<file path="src/rtl/smc_read_params.svh">
// timing counts, field widths and reset values for the static memory read path
`ifndef SMC_READ_PARAMS_SVH
`define SMC_READ_PARAMS_SVH

`define CS_COUNT        6
`define CS_IDX_W        3
`define ADDR_W          26
`define DATA_W          32
`define LANE_COUNT      4
`define SETUP_W         6
`define PULSE_W         7
`define CYCLE_W         9
`define PIN_COUNT       5
`define BOOT_CS         3'h0
`define CNT_RESET       9'h000
`define ADDR_RESET      26'h0000000
`define DATA_RESET      32'h00000000
`define CS_IDLE         6'h3F
`define PINS_IDLE       5'h1F

`endif

</file>
<file path="src/rtl/smc_read_pkg.sv">
// types shared by the static memory read controller
`include "smc_read_params.svh"

package smc_read_pkg;

	typedef enum logic [1:0] {
		WIDTH_8  = 2'h0,
		WIDTH_16 = 2'h1,
		WIDTH_32 = 2'h2
	} bus_width_type;

	typedef enum logic {
		LANE_SELECT = 1'h0,
		LANE_WRITE  = 1'h1
	} access_kind_type;

	typedef enum logic [1:0] {
		ST_IDLE   = 2'h1,
		ST_ACCESS = 2'h2
	} ctrl_state_type;

	typedef struct packed {
		bus_width_type              bus_width_field;
		access_kind_type            byte_access_type;
		logic                       read_mode;
		logic [`SETUP_W-1:0]        read_strobe_setup;
		logic [`PULSE_W-1:0]        read_strobe_pulse;
		logic [`SETUP_W-1:0]        cs_read_setup;
		logic [`PULSE_W-1:0]        cs_read_pulse;
		logic [`SETUP_W-1:0]        write_setup;
		logic [`PULSE_W-1:0]        write_pulse;
		logic [`CYCLE_W-1:0]        read_cycle_length;
	} cs_cfg_type;

	typedef struct packed {
		logic [`CS_IDX_W-1:0]       cs;
		logic [`ADDR_W-1:0]         addr;
		logic [`LANE_COUNT-1:0]     be;
		logic                       write;
		logic [`DATA_W-1:0]         wdata;
	} mem_req_type;

endpackage : smc_read_pkg

</file>
<file path="src/rtl/lane_pin_mux.sv">
// maps lanes, byte writes and low address bits onto the shared control pins
`timescale 1ns/1ns
`include "smc_read_params.svh"

module lane_pin_mux (
	input  wire smc_read_pkg::bus_width_type   width_i,  // bus width
	input  wire smc_read_pkg::access_kind_type kind_i,   // byte access type
	input  wire logic                          act_i,    // access in progress
	input  wire logic                          we_i,     // write strobe window
	input  wire logic [`LANE_COUNT-1:0]        be_i,     // lanes used
	input  wire logic [1:0]                    alo_i,    // address bits 1:0
	output logic      [`PIN_COUNT-1:0]         pin_o     // pin levels
);

	logic                    wide;
	logic                    w32;
	logic                    bw;
	logic [`LANE_COUNT-1:0]  lane_n;
	logic [`LANE_COUNT-1:0]  bwr_n;

	assign wide   = width_i != smc_read_pkg::WIDTH_8;
	assign w32    = width_i == smc_read_pkg::WIDTH_32;
	assign bw     = wide && (kind_i == smc_read_pkg::LANE_WRITE);
	assign lane_n = ~({`LANE_COUNT{act_i}} & be_i);
	assign bwr_n  = ~({`LANE_COUNT{we_i}} & be_i);

	// unused functions idle high
	assign pin_o[0] = !wide ? alo_i[0] : (bw ? 1'h1 : lane_n[0]);
	assign pin_o[1] = bw ? bwr_n[0] : !we_i;
	assign pin_o[2] = !wide ? 1'h1 : (bw ? bwr_n[1] : lane_n[1]);
	assign pin_o[3] = !w32 ? alo_i[1] : (bw ? bwr_n[2] : lane_n[2]);
	assign pin_o[4] = !w32 ? 1'h1 : (bw ? bwr_n[3] : lane_n[3]);

endmodule : lane_pin_mux

</file>
<file path="src/rtl/static_memory_bus_read_timing.sv">
// static memory controller: chip selects, read/write strobes, lane pins
`timescale 1ns/1ns
`include "smc_read_params.svh"

// Notes on behaviour
// - twenty-six address lines, each chip select spans a 64 Mbyte window.
// - addresses pass unchanged, so small devices repeat across the window.
// - significant address bits depend on bus width: 25:0, 25:1 or 25:2.
// - each chip select picks an 8, 16 or 32 bit data bus.
// - wide chip selects pick byte-write or byte-select lane control.
// - byte-write mode is not allowed on the boot chip select while the boot pin is high.
// - 16-bit byte-write gives two byte write strobes and one read strobe.
// - 32-bit byte-write gives four byte write strobes and one read strobe.
// - byte-select gives one lane select per byte, one read, one write strobe.
// - 32-bit byte-select drives four lane selects.
// - shared pins carry lane selects, write strobes or low address bits.
// - A0 and A1 unused on 32-bit devices, A0 unused on 16-bit ones.
// - unused byte write strobes or lane selects stay inactive.
// - lane selects change on the same edge as the address bus and go inactive when the access ends.
// - byte write strobes share the write strobe timing.
// - read strobe falls after setup, stays low for pulse, then holds high.
// - chip select has its own read setup, pulse and hold counts.
// - one cycle length shared; hold is cycle minus setup minus pulse.
// - all timings are per chip select counts of clock cycles.
// - zero setup and hold keep strobes low across consecutive reads of one chip select.
// - a per chip select mode bit picks which strobe times data capture.
// - mode one samples data on the edge raising the read strobe.
// - mode zero samples data on the edge raising the chip select.
// - six chip selects share one 26-bit address bus.
module static_memory_bus_read_timing #(
	parameter int CS_COUNT = `CS_COUNT  // chip select count
) (
	input  wire logic                               clk_i,          // 100 MHz clock
	input  wire logic                               reset_i,        // async reset
	input  wire smc_read_pkg::cs_cfg_type [CS_COUNT-1:0] cfg_i,     // per chip select setup
	input  wire logic                               boot_i,         // boot pin
	input  wire logic                               req_valid_i,    // request offered
	input  wire smc_read_pkg::mem_req_type          req_i,          // request fields
	output logic                                    req_ready_o,    // request may be taken
	output logic [`DATA_W-1:0]                      rdata_o,        // captured read data
	output logic                                    rvalid_o,       // read data pulse
	output logic [`ADDR_W-1:2]                      addr_o,         // address A[25:2]
	output logic [CS_COUNT-1:0]                     chip_sel_n_o,   // chip selects
	output logic                                    read_strobe_n_o,// read strobe
	output logic                                    lane0_a0_o,     // lane 0 select or A0
	output logic                                    write_bw0_n_o,  // write strobe or byte write 0
	output logic                                    lane1_bw1_n_o,  // lane 1 or byte write 1
	output logic                                    lane2_bw2_a1_o, // lane 2, byte write 2 or A1
	output logic                                    lane3_bw3_n_o,  // lane 3 or byte write 3
	input  wire logic [`DATA_W-1:0]                 data_i,         // data bus in
	output logic [`DATA_W-1:0]                      data_o,         // data bus out
	output logic                                    data_oe_o       // data bus driven
);

	function automatic logic [`CYCLE_W-1:0] win_end(
		input logic [`SETUP_W-1:0] setup,
		input logic [`PULSE_W-1:0] pulse
	);
		win_end = `CYCLE_W'(setup) + `CYCLE_W'(pulse);
	endfunction : win_end

	smc_read_pkg::ctrl_state_type state_reg;
	smc_read_pkg::ctrl_state_type state_next;
	smc_read_pkg::cs_cfg_type     cfg_reg;
	smc_read_pkg::cs_cfg_type     cfg_next;
	smc_read_pkg::cs_cfg_type     cfg_pick;
	logic [`CYCLE_W-1:0]          cnt_reg;
	logic [`CYCLE_W-1:0]          cnt_next;
	logic [`CS_IDX_W-1:0]         cs_reg;
	logic [`CS_IDX_W-1:0]         cs_next;
	logic [`ADDR_W-1:0]           addr_reg;
	logic [`ADDR_W-1:0]           addr_next;
	logic [`LANE_COUNT-1:0]       be_reg;
	logic [`LANE_COUNT-1:0]       be_next;
	logic                         write_reg;
	logic                         write_next;
	logic [`DATA_W-1:0]           wdata_reg;
	logic [`DATA_W-1:0]           wdata_next;
	logic [2:0]                   boot_sync_reg;
	logic                         boot_reg;
	logic                         ready_reg;
	logic                         ready_next;
	logic [`DATA_W-1:0]           rdata_reg;
	logic                         rvalid_reg;
	logic [CS_COUNT-1:0]          cs_n_reg;
	logic [CS_COUNT-1:0]          cs_n_next;
	logic                         rd_n_reg;
	logic [`PIN_COUNT-1:0]        pin_reg;
	logic [`PIN_COUNT-1:0]        pin_next;
	logic                         oe_reg;

	logic                         active;
	logic                         last;
	logic                         start;
	logic                         act_next;
	logic                         rd_low_next;
	logic                         cs_low_next;
	logic                         we_low_next;
	logic                         rd_hit;
	logic                         cs_hit;
	logic                         sample_hit;

	// --- request acceptance and sequencing ---
	assign active = state_reg == smc_read_pkg::ST_ACCESS;
	assign last   = active && (cnt_reg == cfg_reg.read_cycle_length - `CYCLE_W'(1));
	// in the last cycle only the same chip select continues; others wait one idle cycle
	assign start  = req_valid_i && ready_reg && (!active || (req_i.cs == cs_reg));

	// byte-write is refused on the boot chip select while booting
	always_comb begin
		cfg_pick = cfg_i[req_i.cs];
		if (boot_reg && req_i.cs == `BOOT_CS) begin
			cfg_pick.byte_access_type = smc_read_pkg::LANE_SELECT;
		end
	end

	assign state_next = start ? smc_read_pkg::ST_ACCESS : (last ? smc_read_pkg::ST_IDLE : state_reg);
	assign cnt_next   = start ? `CNT_RESET : ((active && !last) ? cnt_reg + `CYCLE_W'(1) : cnt_reg);
	assign cfg_next   = start ? cfg_pick : cfg_reg;
	assign cs_next    = start ? req_i.cs : cs_reg;
	assign addr_next  = start ? req_i.addr : addr_reg;
	assign be_next    = start ? req_i.be : be_reg;
	assign write_next = start ? req_i.write : write_reg;
	assign wdata_next = start ? req_i.wdata : wdata_reg;
	assign act_next   = state_next == smc_read_pkg::ST_ACCESS;
	assign ready_next = (state_next == smc_read_pkg::ST_IDLE)
		|| (cnt_next == cfg_next.read_cycle_length - `CYCLE_W'(1));

	// --- strobe shaping from the next cycle position ---
	strobe_window u_rd_win (
		.count_i (cnt_next),
		.setup_i (cfg_next.read_strobe_setup),
		.pulse_i (cfg_next.read_strobe_pulse),
		.en_i    (act_next && !write_next),
		.low_o   (rd_low_next)
	);

	strobe_window u_cs_win (
		.count_i (cnt_next),
		.setup_i (cfg_next.cs_read_setup),
		.pulse_i (cfg_next.cs_read_pulse),
		.en_i    (act_next),
		.low_o   (cs_low_next)
	);

	strobe_window u_we_win (
		.count_i (cnt_next),
		.setup_i (cfg_next.write_setup),
		.pulse_i (cfg_next.write_pulse),
		.en_i    (act_next && write_next),
		.low_o   (we_low_next)
	);

	lane_pin_mux u_pins (
		.width_i (cfg_next.bus_width_field),
		.kind_i  (cfg_next.byte_access_type),
		.act_i   (act_next),
		.we_i    (we_low_next),
		.be_i    (be_next),
		.alo_i   (addr_next[1:0]),
		.pin_o   (pin_next)
	);

	// one-hot chip select, idle high outside an access
	always_comb begin
		cs_n_next = `CS_IDLE;
		if (cs_low_next) begin
			cs_n_next[cs_next] = 1'h0;
		end
	end

	// --- read data capture point ---
	assign rd_hit     = cnt_reg == win_end(cfg_reg.read_strobe_setup, cfg_reg.read_strobe_pulse) - `CYCLE_W'(1);
	assign cs_hit     = cnt_reg == win_end(cfg_reg.cs_read_setup, cfg_reg.cs_read_pulse) - `CYCLE_W'(1);
	// mode picks the strobe; the other waveform is ignored
	assign sample_hit = active && !write_reg && (cfg_reg.read_mode ? rd_hit : cs_hit);

	// --- boot pin synchroniser ---
	always_ff @(posedge clk_i or posedge reset_i) begin
		if (reset_i) begin
			boot_sync_reg <= 3'h0;
			boot_reg      <= 1'h0;
		end else begin
			boot_sync_reg <= {boot_sync_reg[1:0], boot_i};
			if (boot_sync_reg[1] == boot_sync_reg[2]) begin
				boot_reg <= boot_sync_reg[2];
			end
		end
	end

	// --- sequencing registers ---
	always_ff @(posedge clk_i or posedge reset_i) begin
		if (reset_i) begin
			state_reg <= smc_read_pkg::ST_IDLE;
			cnt_reg   <= `CNT_RESET;
			cfg_reg   <= '0;
			cs_reg    <= '0;
			addr_reg  <= `ADDR_RESET;
			be_reg    <= '0;
			write_reg <= 1'h0;
			wdata_reg <= `DATA_RESET;
			ready_reg <= 1'h1;
		end else begin
			state_reg <= state_next;
			cnt_reg   <= cnt_next;
			cfg_reg   <= cfg_next;
			cs_reg    <= cs_next;
			addr_reg  <= addr_next;
			be_reg    <= be_next;
			write_reg <= write_next;
			wdata_reg <= wdata_next;
			ready_reg <= ready_next;
		end
	end

	// --- pin registers: strobes, lanes and address move on the same edge ---
	always_ff @(posedge clk_i or posedge reset_i) begin
		if (reset_i) begin
			cs_n_reg <= `CS_IDLE;
			rd_n_reg <= 1'h1;
			pin_reg  <= `PINS_IDLE;
			oe_reg   <= 1'h0;
		end else begin
			cs_n_reg <= cs_n_next;
			rd_n_reg <= !rd_low_next;
			pin_reg  <= pin_next;
			oe_reg   <= act_next && write_next;
		end
	end

	// --- read data ---
	always_ff @(posedge clk_i or posedge reset_i) begin
		if (reset_i) begin
			rdata_reg  <= `DATA_RESET;
			rvalid_reg <= 1'h0;
		end else begin
			rvalid_reg <= sample_hit;
			if (sample_hit) begin
				rdata_reg <= data_i;
			end
		end
	end

	assign req_ready_o     = ready_reg;
	assign rdata_o         = rdata_reg;
	assign rvalid_o        = rvalid_reg;
	assign addr_o          = addr_reg[`ADDR_W-1:2];
	assign chip_sel_n_o    = cs_n_reg;
	assign read_strobe_n_o = rd_n_reg;
	assign lane0_a0_o      = pin_reg[0];
	assign write_bw0_n_o   = pin_reg[1];
	assign lane1_bw1_n_o   = pin_reg[2];
	assign lane2_bw2_a1_o  = pin_reg[3];
	assign lane3_bw3_n_o   = pin_reg[4];
	assign data_o          = wdata_reg;
	assign data_oe_o       = oe_reg;

	// --- checks ---
	a_idle_all_high: assert property (@(posedge clk_i) disable iff (reset_i)
		!active |-> (chip_sel_n_o == `CS_IDLE) && read_strobe_n_o && write_bw0_n_o)
		else $error("control line asserted while idle");

	a_read_falls_setup: assert property (@(posedge clk_i) disable iff (reset_i)
		active && !write_reg && (cnt_reg == `CYCLE_W'(cfg_reg.read_strobe_setup))
		|-> !read_strobe_n_o)
		else $error("read strobe not low after setup");

	a_read_hold_high: assert property (@(posedge clk_i) disable iff (reset_i)
		active && (cnt_reg >= win_end(cfg_reg.read_strobe_setup, cfg_reg.read_strobe_pulse))
		|-> read_strobe_n_o)
		else $error("read strobe low during hold");

	a_cs_read_window: assert property (@(posedge clk_i) disable iff (reset_i)
		active && (cnt_reg == `CYCLE_W'(cfg_reg.cs_read_setup))
		|-> !chip_sel_n_o[cs_reg])
		else $error("chip select not low after its setup");

	a_cycle_bound: assert property (@(posedge clk_i) disable iff (reset_i)
		active |-> cnt_reg < cfg_reg.read_cycle_length)
		else $error("access ran past cycle length");

	a_single_cs: assert property (@(posedge clk_i) disable iff (reset_i)
		$onehot0(~chip_sel_n_o))
		else $error("more than one chip select low");

	a_lane_with_addr: assert property (@(posedge clk_i) disable iff (reset_i)
		active && !last |=> $stable(addr_o) && $stable(lane0_a0_o)
		&& ((cfg_reg.byte_access_type == smc_read_pkg::LANE_WRITE) || $stable(lane3_bw3_n_o)))
		else $error("lane select moved inside an access");

	a_sample_rd_mode: assert property (@(posedge clk_i) disable iff (reset_i)
		rvalid_o && $past(cfg_reg.read_mode) |-> $past(!read_strobe_n_o))
		else $error("data not sampled at read strobe rise");

	a_sample_cs_mode: assert property (@(posedge clk_i) disable iff (reset_i)
		rvalid_o && !$past(cfg_reg.read_mode) |-> $past(chip_sel_n_o[cs_reg] == 1'h0))
		else $error("data not sampled at chip select rise");

	a_no_gap_back: assert property (@(posedge clk_i) disable iff (reset_i)
		last && start && !write_reg && !req_i.write && (cfg_reg.read_strobe_setup == '0)
		&& (win_end(cfg_reg.read_strobe_setup, cfg_reg.read_strobe_pulse) == cfg_reg.read_cycle_length)
		&& (cfg_pick.read_strobe_setup == '0) |-> !read_strobe_n_o ##1 !read_strobe_n_o)
		else $error("read strobe released between back to back reads");

	a_boot_no_bytewrite: assert property (@(posedge clk_i) disable iff (reset_i)
		start && boot_reg && (req_i.cs == `BOOT_CS)
		|=> cfg_reg.byte_access_type == smc_read_pkg::LANE_SELECT)
		else $error("byte write used on boot chip select");

	a_ready_mid_access: assert property (@(posedge clk_i) disable iff (reset_i)
		active && !last |-> !req_ready_o)
		else $error("request accepted before the last cycle");

	a_cs_before_setup: assert property (@(posedge clk_i) disable iff (reset_i)
		active && (cnt_reg < `CYCLE_W'(cfg_reg.cs_read_setup)) |-> (chip_sel_n_o == `CS_IDLE))
		else $error("chip select low during its setup");

	a_cs_hold_high: assert property (@(posedge clk_i) disable iff (reset_i)
		active && (cnt_reg >= win_end(cfg_reg.cs_read_setup, cfg_reg.cs_read_pulse)) |-> (chip_sel_n_o == `CS_IDLE))
		else $error("chip select low during its hold");

	a_read_before_setup: assert property (@(posedge clk_i) disable iff (reset_i)
		active && (cnt_reg < `CYCLE_W'(cfg_reg.read_strobe_setup)) |-> read_strobe_n_o)
		else $error("read strobe low during its setup");

	a_write_no_read: assert property (@(posedge clk_i) disable iff (reset_i)
		active && write_reg |-> read_strobe_n_o)
		else $error("read strobe low during a write");

	a_bytewrite_lane_off: assert property (@(posedge clk_i) disable iff (reset_i)
		active && (cfg_reg.bus_width_field != smc_read_pkg::WIDTH_8)
		&& (cfg_reg.byte_access_type == smc_read_pkg::LANE_WRITE) |-> lane0_a0_o)
		else $error("lane select used in byte write mode");

	a_byte_bus_pins: assert property (@(posedge clk_i) disable iff (reset_i)
		active && (cfg_reg.bus_width_field == smc_read_pkg::WIDTH_8)
		|-> lane1_bw1_n_o && lane3_bw3_n_o && (lane0_a0_o == addr_reg[0]))
		else $error("byte bus pin not idle or not A0");

	a_low_addr_a1: assert property (@(posedge clk_i) disable iff (reset_i)
		active && (cfg_reg.bus_width_field != smc_read_pkg::WIDTH_32) |-> (lane2_bw2_a1_o == addr_reg[1]))
		else $error("A1 pin does not follow the address");

endmodule : static_memory_bus_read_timing

</file>
<file path="src/rtl/strobe_window.sv">
// active window of one strobe inside an access: setup, then pulse, then hold
`timescale 1ns/1ns
`include "smc_read_params.svh"

module strobe_window (
	input  wire logic [`CYCLE_W-1:0] count_i,  // cycle position
	input  wire logic [`SETUP_W-1:0] setup_i,  // cycles before fall
	input  wire logic [`PULSE_W-1:0] pulse_i,  // cycles low
	input  wire logic                en_i,     // access in progress
	output logic                     low_o     // strobe asserted
);

	logic [`CYCLE_W-1:0] start_w;
	logic [`CYCLE_W-1:0] stop_w;

	assign start_w = `CYCLE_W'(setup_i);
	assign stop_w  = `CYCLE_W'(setup_i) + `CYCLE_W'(pulse_i);
	assign low_o   = en_i && (count_i >= start_w) && (count_i < stop_w);

endmodule : strobe_window

</file>
<file path="config.mk">
export PLATFORM = sky130hd
export DESIGN_NAME = static_memory_bus_read_timing
export DESIGN_NICKNAME = d
export VERILOG_FILES = /design/src/rtl/smc_read_pkg.sv /design/src/rtl/lane_pin_mux.sv /design/src/rtl/static_memory_bus_read_timing.sv /design/src/rtl/strobe_window.sv
export VERILOG_INCLUDE_DIRS = /design/src /design/src/rtl
export SDC_FILE = /design/constraint.sdc
export NUM_CORES = 1
export LEC_CHECK = 0
export BUFFER_PORTS_ARGS = -buffer_cell sky130_fd_sc_hd__buf_2
export CAP_MARGIN = 10
export CORE_AREA = 2 2 200 202
export DETAILED_ROUTE_END_ITERATION = 10
export DIE_AREA = 0 0 202 204
export PLACE_DENSITY = 0.6
export REMOVE_ABC_BUFFERS = 1
export SYNTH_ARGS = -nofsm -noshare
export SYNTH_HDL_FRONTEND = slang
export SYNTH_SLANG_ARGS = --single-unit
</file>
<file path="constraint.sdc">
create_clock -name clk_i -period 6 [get_ports clk_i]
set_input_delay 0.3 -clock clk_i [delete_from_list [all_inputs] [get_ports clk_i]]
set_output_delay 0.3 -clock clk_i [all_outputs]
set_load 0.01 [all_outputs]
</file>
# After elaboration in Yosys (flattened, before gate mapping)
# Cells that the tools add are included.
# classes
n_addsub	10
magnitude_cmp	9
n_eq_ne	10
n_mux	25
bitwise_logic	5
n_reduce_logical	27
# op_table
cell	n
$bmux W52 S3	1
$mux W52	2
$add A6 B7 Y8	5
$eq A9 B9 Y1	4
$ge A9 B6 Y1	3
$lt A9 B9 Y1	3
$mux W9	2
$sub A8 B1 Y9 const B	2
$sub A9 B1 Y9 const B	2
$logic_and A1 B1 Y1	17
$mux W1	13
$add A9 B1 Y9 const B	1
$and A4 B4 Y4	2
$lt A3 B4 Y1 const B	2
$not A4 Y4	2
$eq A2 B2 Y1 const B	3
$logic_not A1 Y1	6
$mux W2	3
$mux W6	1
$not A6 Y6	1
$mux W4	1
$demux W1 S3	1
$eq A3 B3 Y1	1
$ge A3 B1 Y1 const B	1
6 further kinds	7
# word_totals
reg_bits	180
input_bits	414
output_inout_bits	103
elab_cells	113

# Logic depth before layout (Yosys ltp)
# logic_depth
depth_word	14
mapped_depth	26
depth_no_buf	20

# Hierarchy
# From an unflattened synthesis, not the netlist that was laid out.
# unflattened
cells_unflattened	1297
area_unflattened_um2	12771.0
# modules_own_cells
mod	n_inst	cells_per_inst	area_per_inst_um2	seq_area_each_um2
static_memory_bus_read_timing	1	1055	10802.9	4521.8
strobe_window	3	77	625.6	0.0
lane_pin_mux	1	11	91.3	0.0

# Worst setup path before layout
# OpenSTA, ideal clock, no wires.
# synth_path
path_kind	input to register
startpoint	in req_i[65] (netlist bit)
endpoint	reg pin_reg[4]
setup_time_ns	0.097
arrival_ns	5.274
required_ns	5.903
slack_ns	0.629
stages	26
path_buffers	6
cell_sequence	clkbuf_1 > xor2_1 > or4_1 > nand2_1 > buf_2 > buf_2 > buf_2 > buf_2 > buf_1 > nor2_1 > a21oi_1 > ha_1 > inv_1 > fa_1 > inv_1 > a21oi_1 > o21bai_1 > a21o_1 > a21oi_1 > xor2_1 > ha_1 > nor2b_1 > o21ai_0 > or4b_1 > a211oi_2 > o211ai_1
# synth_rtl
element	line_no	source
from (decl)	static_memory_bus_read_timing.sv:38	input wire smc_read_pkg::mem_req_type req_i,
to (signal assigned)	static_memory_bus_read_timing.sv:221	pin_reg <= `PINS_IDLE;
to (signal assigned)	static_memory_bus_read_timing.sv:226	pin_reg <= pin_next;
to (decl)	static_memory_bus_read_timing.sv:88	logic [`PIN_COUNT-1:0] pin_reg;

==> key figures <==
Status
  • Status: finished clean

Route
  • Remaining DRCs: 0
  • Routed Antenna Nets: 0
  • Vias per cell: roughly 4.9
  • Wire length per cell: 17.4 um
  • WL final: approximately 40000 um
  • DRT iter0 DRCs: 658
  • DR pass1 iterations: 7
  • DR vias: 11400

Die
  • Top-Level Pins: 517
  • Die width: around 200 um
  • Die height: a little over 200 um
  • Row Count: 73
  • Initial Util: 0.325
  • Die Area: 41200 um^2
  • Placeable Area: around 40000 um^2

Timing
  • Worst hold margin: about 34 ps
  • Number of hold violations in the final report: 0
  • Setup TNS: 0 ps
  • Worst setup margin: 1140 ps
  • Fmax: between 200 and 250 MHz
  • Worst Max-Slew Pin Slew: approximately 860 ps
  • Max_slew headroom: 0.426
  • Tcrit/Tclk final: 0.810
  • Min Clock Period, post-route: between 4000 and 5000 ps
  • Max-slew violations: 0
  • Unrepaired setup endpoints after global routing: false
  • Worst Skew: ~18 ps
  • Final-report setup violation count: 0

Synth
  • YS warnings: 0
  • Post-synth EDFFs: 0
  • Share of async-settable or async-resettable flops after synthesis: 1.00
  • Mapped Cells: 1331
  • Synth Register Bits: between 150 and 200
  • Unique cell type count in the Yosys netlist: about 70
  • Synth Flop Type: dfrtp_1
  • Cell Area, Synth: 12700 um^2
  • Sequential share of the synthesized area: 0.355
  • Avg Cell Area, Syn: about 9.6 um^2

Setup path
  • WP data arrival: around 5200 ps
  • R2R depth: 20
  • Worst Path Required: about 6400 ps
  • CP max FO: 22
  • Crit start category: register
  • Critical Path Max Stage Delay: 610 ps
  • Crit-path slowest cell: or4_1
  • Reg2Reg Capture Point: pin_reg[4]$_DFF_PP1_
  • Worst r2r src: req_ready_o$_DFF_PP1_
  • Worst Setup Path Type: register to register
  • Setup slack, reg-to-reg: between 1000 and 1500 ps
  • CP cell instances: nand2_1, or4_1, nand2_4, nor2_1, a21oi_1, ha_1, inv_1, fa_1, inv_1, a21oi_1, o21bai_1, a21o_1, a21oi_1, xor2_1, ha_1, nor2b_1, o21ai_0, or4b_1, a211oi_2, o211ai_1
  • CP most frequent cell: a21oi_1
  • Worst setup EP type: register

CTS
  • Root Driver: clkbuf_16
  • Postcts setup bufs: 0
  • Clk pin slew, worst setup/hold paths: 80 ps
  • Skew-Pair Late Insertion Delay: 460 ps
  • Clk sinks: between 150 and 200
  • Num CTS Buffers: 17
  • TritonCTS clock tree: built
  • H-Tree Depth: 4
  • Max Buffers Root-to-Sink: 2

Global route
  • GR peak layer: met2
  • GR Util met3: 0.0258
  • Global-route wire length before repair: between 60000 and 70000 um
  • Total grt overflow: 0
  • Vias in the first global route: 11600
  • Largest net degree at the start of global routing: 123
  • GR Layer Usage met1: 0.247
  • GR Util met2: 0.342
  • Initial antenna violation count: 1
  • Total GRT Usage: 0.196

Finish
  • Layout fillers: just under 4000
  • Final Cell Area: about 16000 um^2
  • Post-Layout Cell Count: roughly 2300
  • Max reg flops: 52
  • Share of cells above drive strength 1: 0.386
  • Nets: around 2300
  • # diodes: 0
  • Finished Core Util: 0.415
  • Syn-to-layout area delta: 27.7%

Placement
  • Placed cell count: around 2300
  • Placement Cell Area: ~16000 um^2
  • Port bufs: about 520
  • RD Place Congestion: 0.897
  • Place WS: 912 ps
  • Post-DP HPWL: about 31000 um

Worst hold path
  • HP Class: input port to async pin

Power and ir drop
  • PD cells: 524 nW/um^2
  • Pwr Total: 8.52 mW
  • Static leakage: around 8.6 nW
  • Peak supply drop: approximately 0.32 mV

Run
  • Max-Cap Viols: 0
-- metal layers --
metal  vias to the layer above  share of wire
met5                         -        0.00044
li1                       5537              -
met2                       389           0.50
met1                      5424           0.43
met4                         2          0.025
met3                        59          0.049
-- cells in the mapped netlist, types with 6 or more instances --
cell type | instances | area (um^2)
and3_1 | 6 | 37.5
buf_4 | 25 | 188
a31oi_1 | 7 | 43.8
mux2_2 | 38 | 428
o21ai_0 | 18 | 90.1
a21o_1 | 23 | 173
clkbuf_1 | 28 | 105
o21bai_1 | 10 | 75.1
xnor2_1 | 34 | 298
nand3_1 | 16 | 80.1
dfstp_2 | 14 | 368
nand4_1 | 13 | 81.3
buf_2 | 29 | 145
nand2b_1 | 13 | 81.3
nand2_1 | 210 | 788
nor4_1 | 10 | 62.6
mux2i_1 | 71 | 711
a21oi_1 | 103 | 515
a211oi_1 | 20 | 150
mux4_2 | 51 | 1150
ha_1 | 82 | 1030
nor2_1 | 109 | 409
xor2_1 | 22 | 193
dfrtp_1 | 166 | 4150
inv_1 | 101 | 379
nor2b_1 | 15 | 93.8
buf_1 | 8 | 30.0
-- layout by cell type (no fill, tap or decap), types with 6 or more instances in the layout --
cell,n
nor2b_1,15
nor2_1,108
a31oi_1,7
a21oi_1,103
o21bai_1,10
and3_1,6
mux4_2,51
buf_4,16
a211oi_1,20
inv_1,99
mux2i_1,71
dfrtp_1,166
ha_1,82
nand3_1,16
nand2_1,209
clkbuf_16,17
buf_2,514
nand4_1,13
xnor2_1,34
o21ai_0,18
nand2b_1,12
xor2_1,22
dfstp_2,14
nor4_1,9
mux2_2,38
a21o_1,23
-- how the worst max path moves through the flow --
| stage | start | to | slack, ps |
|---|---|---|---|
| after floorplan | state_reg[1]$_DFF_PP0_ | pin_reg[4]$_DFF_PP1_ | -970 |
| after global placement | req_i[65] | pin_reg[4]$_DFF_PP1_ | 1110 |
| after detailed placement | req_i[65] | pin_reg[4]$_DFF_PP1_ | 910 |
| after global routing | state_reg[1]$_DFF_PP0_ | chip_sel_n_o[1]$_DFF_PP1_ | 710 |
| after CTS | req_ready_o$_DFF_PP1_ | pin_reg[4]$_DFF_PP1_ | 1110 |
| final | req_ready_o$_DFF_PP1_ | pin_reg[4]$_DFF_PP1_ | 1140 |
-- cells by family after synthesis --
family	Yosys count	share of synthesized area
and+or+nand+nor	427	0.151
muxes	165	0.185
buffers and inverters	192	0.0674
xor gates and xnor gates	56	0.0385
AOI/OAI and AO/OA	220	0.111
DFF	180	0.355
adders and majority gates	91	0.0918
-- critical path: cells and delay by family (launching register included) --
| family | cells | cell delay [ps] |
|---|---|---|
| AOI/OAI and AO/OA | 8 | 1380 |
| xor gates and xnor gates | 1 | 150 |
| adders and majority gates | 3 | 930 |
| buffers and inverters | 2 | 130 |
| DFF | 1 | 540 |
| and+or+nand+nor | 6 | 1640 |
-- final cells by class --
class	count	area, um^2	share of cell area
Clock inverter	11	78.8	0.00485
Clock buffer	21	460	0.0283
Inverter	101	387	0.0238
Sequential cell	180	4520	0.278
Multi-Input combinational cell	959	7380	0.454
Tap cell	525	657	0.0404
Timing Repair Buffer	535	2770	0.171
-- what timing repair did --
action,4_1_cts,5_1_grt
hold buffers,1,0
hold endpoints to repair,1,0
gates resized for setup,0,0
-- power by group --
part	total [mW]	switching (mW)	internal (mW)	leakage, nW
Combinational	5.37	3.03	2.34	6.04
Sequential	2.08	0.352	1.73	2.27
Clock	1.07	0.519	0.553	0.264
Total	8.52	3.90	4.62	8.58
Note: power is estimated with default switching activity, not from simulation.
